[src/logic/adq_adapt_regs.vh]
`ifndef ADQ_ADAPT_REGS_VH
`define ADQ_ADAPT_REGS_VH

// register indices; byte address is four times the index
`define ADQ_IDX_SF_BOUNDS 10'h041
`define ADQ_IDX_EQ_CTL 10'h042
`define ADQ_IDX_ERR_LIMIT 10'h043
`define ADQ_IDX_RELOCK 10'h050
`define ADQ_IDX_COMMAND 10'h051
`define ADQ_IDX_STATUS 10'h052

// reset values
`define ADQ_RST_SF_BOUNDS 8'hA7
`define ADQ_RST_EQ_CTL 8'h71
`define ADQ_RST_ERR_LIMIT 8'h01
`define ADQ_RST_RELOCK 8'h10
`define ADQ_RST_SF_SETTING 4'h7
`define ADQ_RST_EQ_SETTING 4'h0

// field positions in the sample filter bounds register
`define ADQ_SF_UPPER_HI 7
`define ADQ_SF_UPPER_LO 4
`define ADQ_SF_LOWER_HI 3
`define ADQ_SF_LOWER_LO 0

// field positions in the equalizer adapt control register
`define ADQ_CTL_ERRSEL_HI 6
`define ADQ_CTL_ERRSEL_LO 4
`define ADQ_CTL_ERRSEL_CLK 6
`define ADQ_CTL_ERRSEL_ENC 5
`define ADQ_CTL_ERRSEL_PAR 4
`define ADQ_CTL_RSVD3 3
`define ADQ_CTL_TWO_STEP 2
`define ADQ_CTL_LOOP_SEL 1
`define ADQ_CTL_SF_EN 0

// command register bits
`define ADQ_CMD_START 0
`define ADQ_CMD_STOP 1

// equalizer setting range
`define ADQ_EQ_MIN 4'h0
`define ADQ_EQ_MAX 4'hF

// timing: relock period register counts in units of this time
`define ADQ_CLK_PERIOD_NS 100
`define ADQ_RELOCK_UNIT_NS 10000
`define ADQ_RELOCK_UNIT_CYCLES 16'h0064

`endif

[src/logic/adq_adapt_ctl.v]
// Contract
// - any error select bit enables error checking
// - select bits: clock, encoding, parity errors
// - accumulate errors over half relock period
// - count above limit raises equalizer setting
// - two-step validation also uses enabled errors
// - one-step: full wait, then instantaneous lock
// - two-step: half wait, half error window
// - nesting bit picks inner and outer loop
// - filter enable adds sample filter search
// - filter stays within programmed lower/upper bounds
//
// The implementer's own choice: the APB slave port.
`timescale 1ns/1ps
`default_nettype none
`include "adq_adapt_regs.vh"

module adq_adapt_ctl (
	input wire core_clk_in,
	input wire reset_n_in,
	input wire psel_in,
	input wire penable_in,
	input wire pwrite_in,
	input wire [11:0] paddr_in,
	input wire [31:0] pwdata_in,
	output wire pready_out,
	output wire [31:0] prdata_out,
	output wire pslverr_out,
	input wire lock_in,
	input wire err_clk_in,
	input wire err_enc_in,
	input wire err_par_in,
	output wire [3:0] eq_setting_out,
	output wire [3:0] sf_setting_out,
	output wire adapt_busy_out
);

	localparam [4:0] ST_IDLE = 5'b00001;
	localparam [4:0] ST_SETTLE = 5'b00010;
	localparam [4:0] ST_COUNT = 5'b00100;
	localparam [4:0] ST_MON = 5'b01000;
	localparam [15:0] UNIT_CYCLES = `ADQ_RELOCK_UNIT_CYCLES;
	reg [7:0] sf_bounds_reg;
	reg [7:0] eq_ctl_reg;
	reg [7:0] err_limit_reg;
	reg [7:0] relock_reg;
	reg [31:0] prdata_reg;
	reg pslverr_reg;
	reg lock_s1_reg;
	reg lock_s2_reg;
	reg lock_s3_reg;
	reg lock_reg;
	reg [4:0] state_reg;
	reg [4:0] state_next;
	reg [23:0] timer_reg;
	reg [23:0] timer_next;
	reg [7:0] acc_reg;
	reg [7:0] acc_next;
	reg [3:0] eq_reg;
	reg [3:0] eq_next;
	reg [3:0] sf_reg;
	reg [3:0] sf_next;
	reg [3:0] step_eq;
	reg [3:0] step_sf;
	reg [31:0] rd_data;
	reg rd_hit;
	wire [2:0] err_sel;
	wire two_step;
	wire loop_sel;
	wire sf_en;
	wire [3:0] sf_upper;
	wire [3:0] sf_lower;
	wire [23:0] period_full;
	wire [23:0] load_full;
	wire [23:0] load_half;
	wire [23:0] load_first;
	wire [1:0] err_now;
	wire [8:0] acc_sum;
	wire [7:0] acc_sat;
	wire timer_end;
	wire apb_setup;
	wire apb_write;
	wire [9:0] reg_idx;
	wire aligned;
	wire start_cmd;
	wire stop_cmd;
	// checks a bus word address against a register index
	function is_idx;
		input [9:0] idx;
		input [9:0] target;
		input ok;
		begin
			is_idx = ok && (idx == target);
		end
	endfunction

	// next value of a bounded counter that wraps from top to bottom
	function [3:0] wrap_inc;
		input [3:0] value;
		input [3:0] low;
		input [3:0] high;
		begin
			wrap_inc = (value >= high) ? low : value + 4'h1;
		end
	endfunction

	// control fields
	assign err_sel = eq_ctl_reg[`ADQ_CTL_ERRSEL_HI:`ADQ_CTL_ERRSEL_LO];
	assign two_step = eq_ctl_reg[`ADQ_CTL_TWO_STEP];
	assign loop_sel = eq_ctl_reg[`ADQ_CTL_LOOP_SEL];
	assign sf_en = eq_ctl_reg[`ADQ_CTL_SF_EN];
	assign sf_upper = sf_bounds_reg[`ADQ_SF_UPPER_HI:`ADQ_SF_UPPER_LO];
	assign sf_lower = sf_bounds_reg[`ADQ_SF_LOWER_HI:`ADQ_SF_LOWER_LO];

	// relock period in cycles, full and half, never below one cycle
	assign period_full = relock_reg * UNIT_CYCLES;
	assign load_full = (period_full == 24'h000000) ? 24'h000001 : period_full;
	assign load_half = (period_full[23:1] == 23'h000000) ? 24'h000001 : {1'b0, period_full[23:1]};
	assign load_first = two_step ? load_half : load_full;
	assign timer_end = (timer_reg == 24'h000001);

	// enabled error events of this cycle; nothing counts with all selects clear
	assign err_now = {1'b0, err_clk_in & err_sel[2]} + {1'b0, err_enc_in & err_sel[1]}
		+ {1'b0, err_par_in & err_sel[0]};
	assign acc_sum = {1'b0, acc_reg} + {7'h00, err_now};
	assign acc_sat = acc_sum[8] ? 8'hFF : acc_sum[7:0];

	// bus decode
	assign apb_setup = psel_in && !penable_in;
	assign apb_write = psel_in && penable_in && pwrite_in;
	assign reg_idx = paddr_in[11:2];
	assign aligned = (paddr_in[1:0] == 2'b00);
	assign start_cmd = apb_write && is_idx(reg_idx, `ADQ_IDX_COMMAND, aligned) && pwdata_in[`ADQ_CMD_START];
	assign stop_cmd = apb_write && is_idx(reg_idx, `ADQ_IDX_COMMAND, aligned) && pwdata_in[`ADQ_CMD_STOP];
	assign pready_out = 1'b1;
	assign prdata_out = prdata_reg;
	assign pslverr_out = pslverr_reg;

	// read mux and unmapped address detection
	always @* begin
		rd_data = 32'h00000000;
		rd_hit = 1'b1;
		if (is_idx(reg_idx, `ADQ_IDX_SF_BOUNDS, aligned)) begin
			rd_data = {24'h000000, sf_bounds_reg};
		end else if (is_idx(reg_idx, `ADQ_IDX_EQ_CTL, aligned)) begin
			rd_data = {24'h000000, eq_ctl_reg};
		end else if (is_idx(reg_idx, `ADQ_IDX_ERR_LIMIT, aligned)) begin
			rd_data = {24'h000000, err_limit_reg};
		end else if (is_idx(reg_idx, `ADQ_IDX_RELOCK, aligned)) begin
			rd_data = {24'h000000, relock_reg};
		end else if (is_idx(reg_idx, `ADQ_IDX_COMMAND, aligned)) begin
			rd_data = 32'h00000000;
		end else if (is_idx(reg_idx, `ADQ_IDX_STATUS, aligned)) begin
			rd_data = {9'h000, state_reg, acc_reg, lock_reg, adapt_busy_out, sf_reg, eq_reg};
		end else begin
			rd_hit = 1'b0;
		end
	end

	// read data and error are captured in the setup cycle
	always @(posedge core_clk_in or negedge reset_n_in) begin
		if (!reset_n_in) begin
			prdata_reg <= 32'h00000000;
			pslverr_reg <= 1'b0;
		end else if (apb_setup) begin
			prdata_reg <= pwrite_in ? 32'h00000000 : rd_data;
			pslverr_reg <= !rd_hit;
		end
	end

	// software registers; bit 7 of the control register stays zero
	always @(posedge core_clk_in or negedge reset_n_in) begin
		if (!reset_n_in) begin
			sf_bounds_reg <= `ADQ_RST_SF_BOUNDS;
			eq_ctl_reg <= `ADQ_RST_EQ_CTL;
			err_limit_reg <= `ADQ_RST_ERR_LIMIT;
			relock_reg <= `ADQ_RST_RELOCK;
		end else if (apb_write) begin
			if (is_idx(reg_idx, `ADQ_IDX_SF_BOUNDS, aligned)) begin
				sf_bounds_reg <= pwdata_in[7:0];
			end
			if (is_idx(reg_idx, `ADQ_IDX_EQ_CTL, aligned)) begin
				eq_ctl_reg <= {1'b0, pwdata_in[6:0]};
			end
			if (is_idx(reg_idx, `ADQ_IDX_ERR_LIMIT, aligned)) begin
				err_limit_reg <= pwdata_in[7:0];
			end
			if (is_idx(reg_idx, `ADQ_IDX_RELOCK, aligned)) begin
				relock_reg <= pwdata_in[7:0];
			end
		end
	end

	// lock status from the analog side: three stages, change once two agree
	always @(posedge core_clk_in or negedge reset_n_in) begin
		if (!reset_n_in) begin
			lock_s1_reg <= 1'b0;
			lock_s2_reg <= 1'b0;
			lock_s3_reg <= 1'b0;
			lock_reg <= 1'b0;
		end else begin
			lock_s1_reg <= lock_in;
			lock_s2_reg <= lock_s1_reg;
			lock_s3_reg <= lock_s2_reg;
			if (lock_s2_reg == lock_s3_reg) begin
				lock_reg <= lock_s3_reg;
			end
		end
	end

	// next candidate of the search
	always @* begin
		step_eq = eq_reg;
		step_sf = sf_reg;
		if (!sf_en) begin
			step_eq = wrap_inc(eq_reg, `ADQ_EQ_MIN, `ADQ_EQ_MAX);
		end else if (!loop_sel) begin
			step_eq = wrap_inc(eq_reg, `ADQ_EQ_MIN, `ADQ_EQ_MAX);
			if (eq_reg >= `ADQ_EQ_MAX) begin
				step_sf = wrap_inc(sf_reg, sf_lower, sf_upper);
			end
		end else begin
			step_sf = wrap_inc(sf_reg, sf_lower, sf_upper);
			if (sf_reg >= sf_upper) begin
				step_eq = wrap_inc(eq_reg, `ADQ_EQ_MIN, `ADQ_EQ_MAX);
			end
		end
	end

	// adaptation state machine
	always @* begin
		state_next = state_reg;
		timer_next = timer_reg;
		acc_next = acc_reg;
		eq_next = eq_reg;
		sf_next = sf_reg;
		if (timer_reg != 24'h000000) begin
			timer_next = timer_reg - 24'h000001;
		end
		case (state_reg)
		ST_IDLE: begin
			if (start_cmd) begin
				eq_next = `ADQ_EQ_MIN;
				sf_next = sf_en ? sf_lower : sf_reg;
				timer_next = load_first;
				state_next = ST_SETTLE;
			end
		end
		ST_SETTLE: begin
			if (timer_end) begin
				acc_next = 8'h00;
				if (two_step) begin
					timer_next = load_half;
					state_next = ST_COUNT;
				end else if (lock_reg) begin
					timer_next = load_half;
					state_next = ST_MON;
				end else begin
					eq_next = step_eq;
					sf_next = step_sf;
					timer_next = load_first;
				end
			end
		end
		ST_COUNT: begin
			acc_next = acc_sat;
			if (err_now != 2'b00) begin
				eq_next = step_eq;
				sf_next = step_sf;
				timer_next = load_first;
				state_next = ST_SETTLE;
			end else if (timer_end) begin
				acc_next = 8'h00;
				if (lock_reg) begin
					timer_next = load_half;
					state_next = ST_MON;
				end else begin
					eq_next = step_eq;
					sf_next = step_sf;
					timer_next = load_first;
					state_next = ST_SETTLE;
				end
			end
		end
		ST_MON: begin
			acc_next = acc_sat;
			if (!lock_reg) begin
				eq_next = `ADQ_EQ_MIN;
				sf_next = sf_en ? sf_lower : sf_reg;
				timer_next = load_first;
				state_next = ST_SETTLE;
			end else if (timer_end) begin
				acc_next = 8'h00;
				timer_next = load_half;
				if ((acc_sat > err_limit_reg) && (eq_reg < `ADQ_EQ_MAX)) begin
					eq_next = eq_reg + 4'h1;
					timer_next = load_first;
					state_next = ST_SETTLE;
				end
			end
		end
		default: begin
			state_next = ST_IDLE;
		end
		endcase
		if (stop_cmd) begin
			state_next = ST_IDLE;
			timer_next = 24'h000000;
			acc_next = acc_reg;
			eq_next = eq_reg;
			sf_next = sf_reg;
		end
	end

	// state registers
	always @(posedge core_clk_in or negedge reset_n_in) begin
		if (!reset_n_in) begin
			state_reg <= ST_IDLE;
			timer_reg <= 24'h000000;
			acc_reg <= 8'h00;
			eq_reg <= `ADQ_RST_EQ_SETTING;
			sf_reg <= `ADQ_RST_SF_SETTING;
		end else begin
			state_reg <= state_next;
			timer_reg <= timer_next;
			acc_reg <= acc_next;
			eq_reg <= eq_next;
			sf_reg <= sf_next;
		end
	end

	// settings to the analog equalizer and sample filter
	assign eq_setting_out = eq_reg;
	assign sf_setting_out = sf_reg;
	assign adapt_busy_out = (state_reg == ST_SETTLE) || (state_reg == ST_COUNT);

endmodule // adq_adapt_ctl
`default_nettype wire

[config.mk]
export PLATFORM = sky130hd
export DESIGN_NAME = adq_adapt_ctl
export DESIGN_NICKNAME = d
export VERILOG_FILES = /design/src/logic/adq_adapt_ctl.v
export VERILOG_INCLUDE_DIRS = /design/src /design/src/logic
export SDC_FILE = /design/constraint.sdc
export NUM_CORES = 1
export LEC_CHECK = 0
export ABC_CLOCK_PERIOD_IN_PS = 7100
export BUFFER_PORTS_ARGS = -buffer_cell sky130_fd_sc_hd__buf_2
export CORE_MARGIN = 5
export CORE_UTILIZATION = 29
export DETAILED_ROUTE_END_ITERATION = 10
export GPL_TIMING_DRIVEN = 0
export PLACE_DENSITY = 0.52
export SLEW_MARGIN = 20
export SYNTH_ARGS = -nofsm -noshare
export SYNTH_HDL_FRONTEND = slang
export SYNTH_SLANG_ARGS = --single-unit
[constraint.sdc]
create_clock -name core_clk_in -period 7.1 [get_ports core_clk_in]
set_input_delay 0.71 -clock core_clk_in [delete_from_list [all_inputs] [get_ports core_clk_in]]
set_output_delay 0.71 -clock core_clk_in [all_outputs]
set_load 0.005 [all_outputs]
# --- After elaboration in Yosys (flattened, before gate mapping) ---
# Cells that the tools add are included.
totals:
  latchBits: 0
  input_bits: 53
  ramBits: 0
  word_cells: 159
  regBits: 113
  rom_bits: 0
  out_inout_bits: 43
  memories: 0
op_classes:
  eq_ne: 25
  magnitude_cmp: 4
  div: 0
  reduce_logical: 31
  shift: 0
  n_bitwise: 4
  n_mul: 1
  muxes: 73
  addsub: 6
ops:
  columns: ["cell", "count"]
  rows:
  - ["24-bit 2-to-1 mux", 8]
  - ["23-bit 2-to-1 mux", 6]
  - ["4-bit 2-to-1 mux", 26]
  - ["24-bit one-hot mux with 4 select lines", 1]
  - ["15-bit 2-to-1 mux", 5]
  - ["10-bit by 7-bit == test with 1-bit output (second input constant)", 6]
  - ["5-bit 2-to-1 mux", 10]
  - ["8-bit 2-to-1 mux", 5]
  - ["32-bit 2-to-1 mux", 1]
  - ["4-bit one-hot mux with 4 select lines", 2]
  - ["24-bit by 1-bit == test with 1-bit output (second input constant)", 1]
  - ["24-bit logical NOT", 1]
  - ["8-bit one-hot mux with 3 select lines", 1]
  - ["24-bit nonzero test", 1]
  - ["24-bit by 1-bit subtractor with 24-bit output (second input constant)", 1]
  - ["23-bit logical NOT", 1]
  - ["5-bit one-hot mux with 4 select lines", 1]
  - ["4-bit inequality test (second input constant)", 4]
  - ["3-bit inequality test (second input constant)", 5]
  - ["14-bit 2-to-1 mux", 1]
  - ["1-bit logical AND", 13]
  - ["8-bit by 5-bit multiplier with 13-bit output (second input constant)", 1]
  - ["8-bit by 2-bit adder with 9-bit output", 1]
  - ["4-bit by 1-bit adder with 4-bit output (second input constant)", 2]
  - ["26 further kinds", 40]

# --- Depth between registers and ports, before layout ---
logic_depth:
  ltp_word: 12
  mapped_depth: 19
  ltp_nobuf: 17

# --- Worst setup path before layout ---
# No wires, ideal clock.
synth_path:
  kind: "input port to flip-flop"
  start: "input err_clk_in"
  end: "register timer_reg[6]"
  t_arrival_ns: 4.303
  required_ns: 6.968
  cell_stages: 19
  setup_time_ns: 0.132
  path_slack_ns: 2.666
  cell_sequence: "and2_1 fa_1 ha_1 fa_1 clkbuf_1 nand2_1 nor2_1 nor2_1 inv_1 ha_1 nor2b_1 o211ai_1 a21oi_1 o21ai_0 clkbuf_1 mux2i_1 o21ai_0 a221oi_1 nor2_1"
synth_via:
  elab_chain_cells: 12
  elab_cells_between_ends: 14
  classes_between: "3 x add/sub; 1 x order compare; 7 x mux; 1 x bitwise; 2 x reduce/logical"
synth_lines:
  columns: ["element", "line_no", "text"]
  rows:
  - ["from (decl)", "adq_adapt_ctl.v:30", "input wire err_clk_in,"]
  - ["1-bit bitwise AND *", "adq_adapt_ctl.v:123", "assign err_now = {1'b0, err_clk_in & err_sel[2]} + {1'b0, err_enc_in & err_sel[1]}"]
  - ["1-bit by 1-bit adder with 2-bit output *", "adq_adapt_ctl.v:123", null]
  - ["2-bit by 1-bit adder with 2-bit output *", "adq_adapt_ctl.v:124", "+ {1'b0, err_par_in & err_sel[0]};"]
  - ["8-bit by 2-bit adder with 9-bit output", "adq_adapt_ctl.v:125", "assign acc_sum = {1'b0, acc_reg} + {7'h00, err_now};"]
  - ["8-bit 2-to-1 mux", "adq_adapt_ctl.v:126", "assign acc_sat = acc_sum[8] ? 8'hFF : acc_sum[7:0];"]
  - ["8-bit > comparator", "adq_adapt_ctl.v:295", "if ((acc_sat > err_limit_reg) && (eq_reg < `ADQ_EQ_MAX)) begin"]
  - ["1-bit logical AND", "adq_adapt_ctl.v:295", null]
  - ["15-bit 2-to-1 mux", "adq_adapt_ctl.v:295", null]
  - ["24-bit 2-to-1 mux", "adq_adapt_ctl.v:292", "end else if (timer_end) begin"]
  - ["24-bit 2-to-1 mux", "adq_adapt_ctl.v:287", "if (!lock_reg) begin"]
  - ["24-bit one-hot mux with 4 select lines *", "adq_adapt_ctl.v:240", "case (state_reg)"]
  - ["24-bit 2-to-1 mux *", "adq_adapt_ctl.v:306", "if (stop_cmd) begin"]
  - ["named net timer_next[6]", "adq_adapt_ctl.v:56", "reg [23:0] timer_next;"]
  - ["to (signal assigned)", "adq_adapt_ctl.v:325", "timer_reg <= timer_next;"]
  - ["to (decl)", "adq_adapt_ctl.v:55", "reg [23:0] timer_reg;"]
# Mark *: on every way through the listed nets, which the timed path passes. The rest lies on a longest branch.
# A chain may end at the register's enable or synchronous reset.

# --- Worst setup path after layout ---
# Ends and elaborated chain as after synthesis.

==> flow_summary.toml <==
[worst_setup_path]
path_class = "input pin to flip-flop"
cp-start-kind = "input pin"
cp_data_required_time_ps = 7320
crit_fanout = 10
worst_setup_path_end_kind = "flip-flop"
cp_data_arrival_time_ps = 5480
cp_cell_sequence = "buf_2, and2_1, fa_1, ha_1, fa_1, clkbuf_1, nand2_1, nor2_1, nor2_1, inv_1, ha_1, nor2b_1, o211ai_1, a21oi_1, o21ai_0, clkbuf_1, mux2i_1, o21ai_0, a221oi_1, nor2_1"
crit_slowest_cell = "fa_1"
critPathMaxStageDelay_ps = 750
critPathMostFrequentCell = "nor2_1"

[cts]
cts_buffers = 9
cts_tree = "yes"
clk_pin_slew_ps = 80
htree_levels = 3
cts_hold_buf = 0
cts_root_buf = "clkbuf_16"
max-clock-path-buffers = 2
cts.sinks = 102
clk_latency_ps = 370
cts_resized = 0
post_cts.repair.setup_buffers = 0

[power]
p_sw_frac = 0.411
power_frac_seq = 0.352
p_leak_nw = 3.94
ir_drop_v = 0.000152
p_switching_w = 0.000816
internal_power_w = 0.00117
combPwrFrac = 0.384
power_density_nw_per_um2 = 226
clock_power_share = 0.264

[finish]
insertedDiodeCount = 0
area_delta_synth_final_pct = 14.6
final_common_cell = "dfrtp_1"
final_layout_size_suffix_gt1_frac = 0.165
design_area_sq_um = 8790
largest_reg_flops = 24
layout_common_cells = "dfrtp_1 (87), o21ai_0 (85), nand2_1 (81), nor2_1 (76), buf_2 (62)"
finalNetCount = 1061
fillCellCount = 2759

[sta]
fmax_mhz = 190
finalSetupTns_ps = 0
slew_headroom = 0.388
rsz0062_at_grt = "no"
skew_ps = 12.4
period_needed_ps = 5260
worst_pin_slew_ps = 916
post-route-period-util = 0.741
slew_violations = 0
setup-violations-final = 0
finalHoldViolCount = 0

[run]
cap_violations = 0

[floorplanning]
design.core.area_sq_um = 26100
fp.dieArea_sq_um = 29800
start_util = 0.294
die_y_um = 173
row_count = 59
io_pins = 96
die_w_um = 173

[run_status]
status = "completed"

[synthesis]
ys.flop_type = "dfrtp_1"
async_reset_ff_frac = 1.00
synth_cells = 875
synth_area_sq_um = 7670
synth_edf_count = 0
ys_seq_area_frac = 0.335
ys_seq_elements = 102
yosys_warnings = 0
avgSynthCellArea_sq_um = 8.77
synth.distinct_cells = 82

[global_routing]
antenna_found_initial = 0
overflow = 0
grt_pass1_vias = 6793
grt_max_degree = 77
grt_usage = 0.156
grt_pass1_wl_um = 38200

[worst_hold_path]
hold_class = "input pin to asynchronous set/reset pin"

[drt]
post_drt_wl_per_cell_um = 18.4
drcViolationCount = 0
ant_nets = 0
drt-pass1-iter-count = 5
via_count = 7057
drt_iter0_markers = 771
viasPerCell = 5.45
routed_wl_um = 23800

[placement]
place_area_sq_um = 8460
port_buffers = 59
dp_hpwl_um = 18100
gp_congestion = 0.917
==> final cells by class <==
cell class                      count  area (sq um)  share of cell area
Buffer                             47           224              0.0255
Clock buffer                        9           225              0.0256
Clock inverter                      7          90.1              0.0102
Inverter                           37           139              0.0158
Multi-Input combinational cell    698          4790               0.545
Sequential cell                   102          2570               0.293
Tap cell                          335           419              0.0477
Timing Repair Buffer               60           329              0.0374
==> synthesized netlist by cell type, types with 9 or more instances <==
cell,number,area share
a21o_1,15,0.015
a21oi_1,56,0.037
a221oi_1,10,0.011
a22o_1,15,0.017
a31oi_1,9,0.0073
buf_4,11,0.011
clkbuf_1,29,0.014
dfrtp_1,87,0.28
dfstp_2,15,0.051
ha_1,48,0.078
inv_1,36,0.018
mux2_2,28,0.041
mux2i_1,25,0.033
nand2_1,81,0.040
nand3_1,17,0.011
nand4_1,11,0.0090
nor2_1,76,0.037
nor3_1,17,0.011
nor4_1,11,0.0090
o21ai_0,85,0.055
or3_1,10,0.0082
xnor2_1,14,0.016
xor2_1,13,0.015
==> worst max-delay path: cells and delay by family <==
kind	cells	cell delay, ps
buffers and inverters	4	940
multiplexers	1	260
adder cells (fa/ha/maj)	4	1410
AO/OA/AOI/OAI	5	1190
AND/OR/NAND/NOR	6	960
==> cells by family (layout without fill, tap and decap cells) <==
| family | count (synthesis) | in the layout | synth area share |
|---|---|---|---|
| AO/OA/AOI/OAI | 265 | 265 | 0.223 |
| XOR/XNOR | 27 | 27 | 0.0308 |
| adder cells (fa/ha/maj) | 54 | 54 | 0.0926 |
| buffers and inverters | 84 | 160 | 0.0473 |
| flip-flops | 102 | 102 | 0.335 |
| multiplexers | 53 | 53 | 0.0737 |
| other | 2 | 11 | 0.000979 |
| AND/OR/NAND/NOR | 288 | 288 | 0.196 |
==> final timing paths <==
kind / end / start / slack, ps / depth (start not counted)
max: timer_reg[6]$_DFF_PN0_ / err_clk_in / 1840 / 20
min: timer_reg[16]$_DFF_PN0_ / reset_n_in / 210 / 1
max reg2reg: timer_reg[6]$_DFF_PN0_ / eq_ctl_reg[6]$_DFFE_PN1P_ / 1880 / 19
min reg2reg: lock_s2_reg$_DFF_PN0_ / lock_s1_reg$_DFF_PN0_ / 350 / 0
max in group asynchronous: sf_setting_out[2]$_DFFE_PN1P_ / reset_n_in / 6170 / 2
min in group core_clk_in: lock_s2_reg$_DFF_PN0_ / lock_s1_reg$_DFF_PN0_ / 350 / 0
==> through the flow <==
step,setup WS (ps),hold WS (ps),total power (W),cells,utilization
2_1_floorplan,2670,331,0.00124,884,-
3_3_place_gp,1530,338,0.00145,1278,0.323
3_5_place_dp,1490,339,0.00145,1279,0.325
4_1_cts,1860,209,0.00199,1295,0.337
5_1_grt,1500,226,0.00211,1295,0.337
6_report,1840,210,0.00198,1295,0.337
==> power by group through the flow <==
stage	logic, W	clock network (W)	registers, W
after floorplan	0.000544	0	0.000693
after global placement	0.000744	0	0.000708
after detailed placement	0.000746	0	0.000708
after CTS	0.000750	0.000538	0.000698
after global routing	0.000842	0.000558	0.000708
final	0.000763	0.000523	0.000699
==> metal layers <==
layer  part of all wire  up-vias  GRT usage
met4              0.020        0     0.0419
met3              0.049       39     0.0262
li1                   -     3372          -
met2               0.45      211      0.246
met5                  0        -          0
met1               0.48     3435      0.221
(Power assumes the default switching activity.)
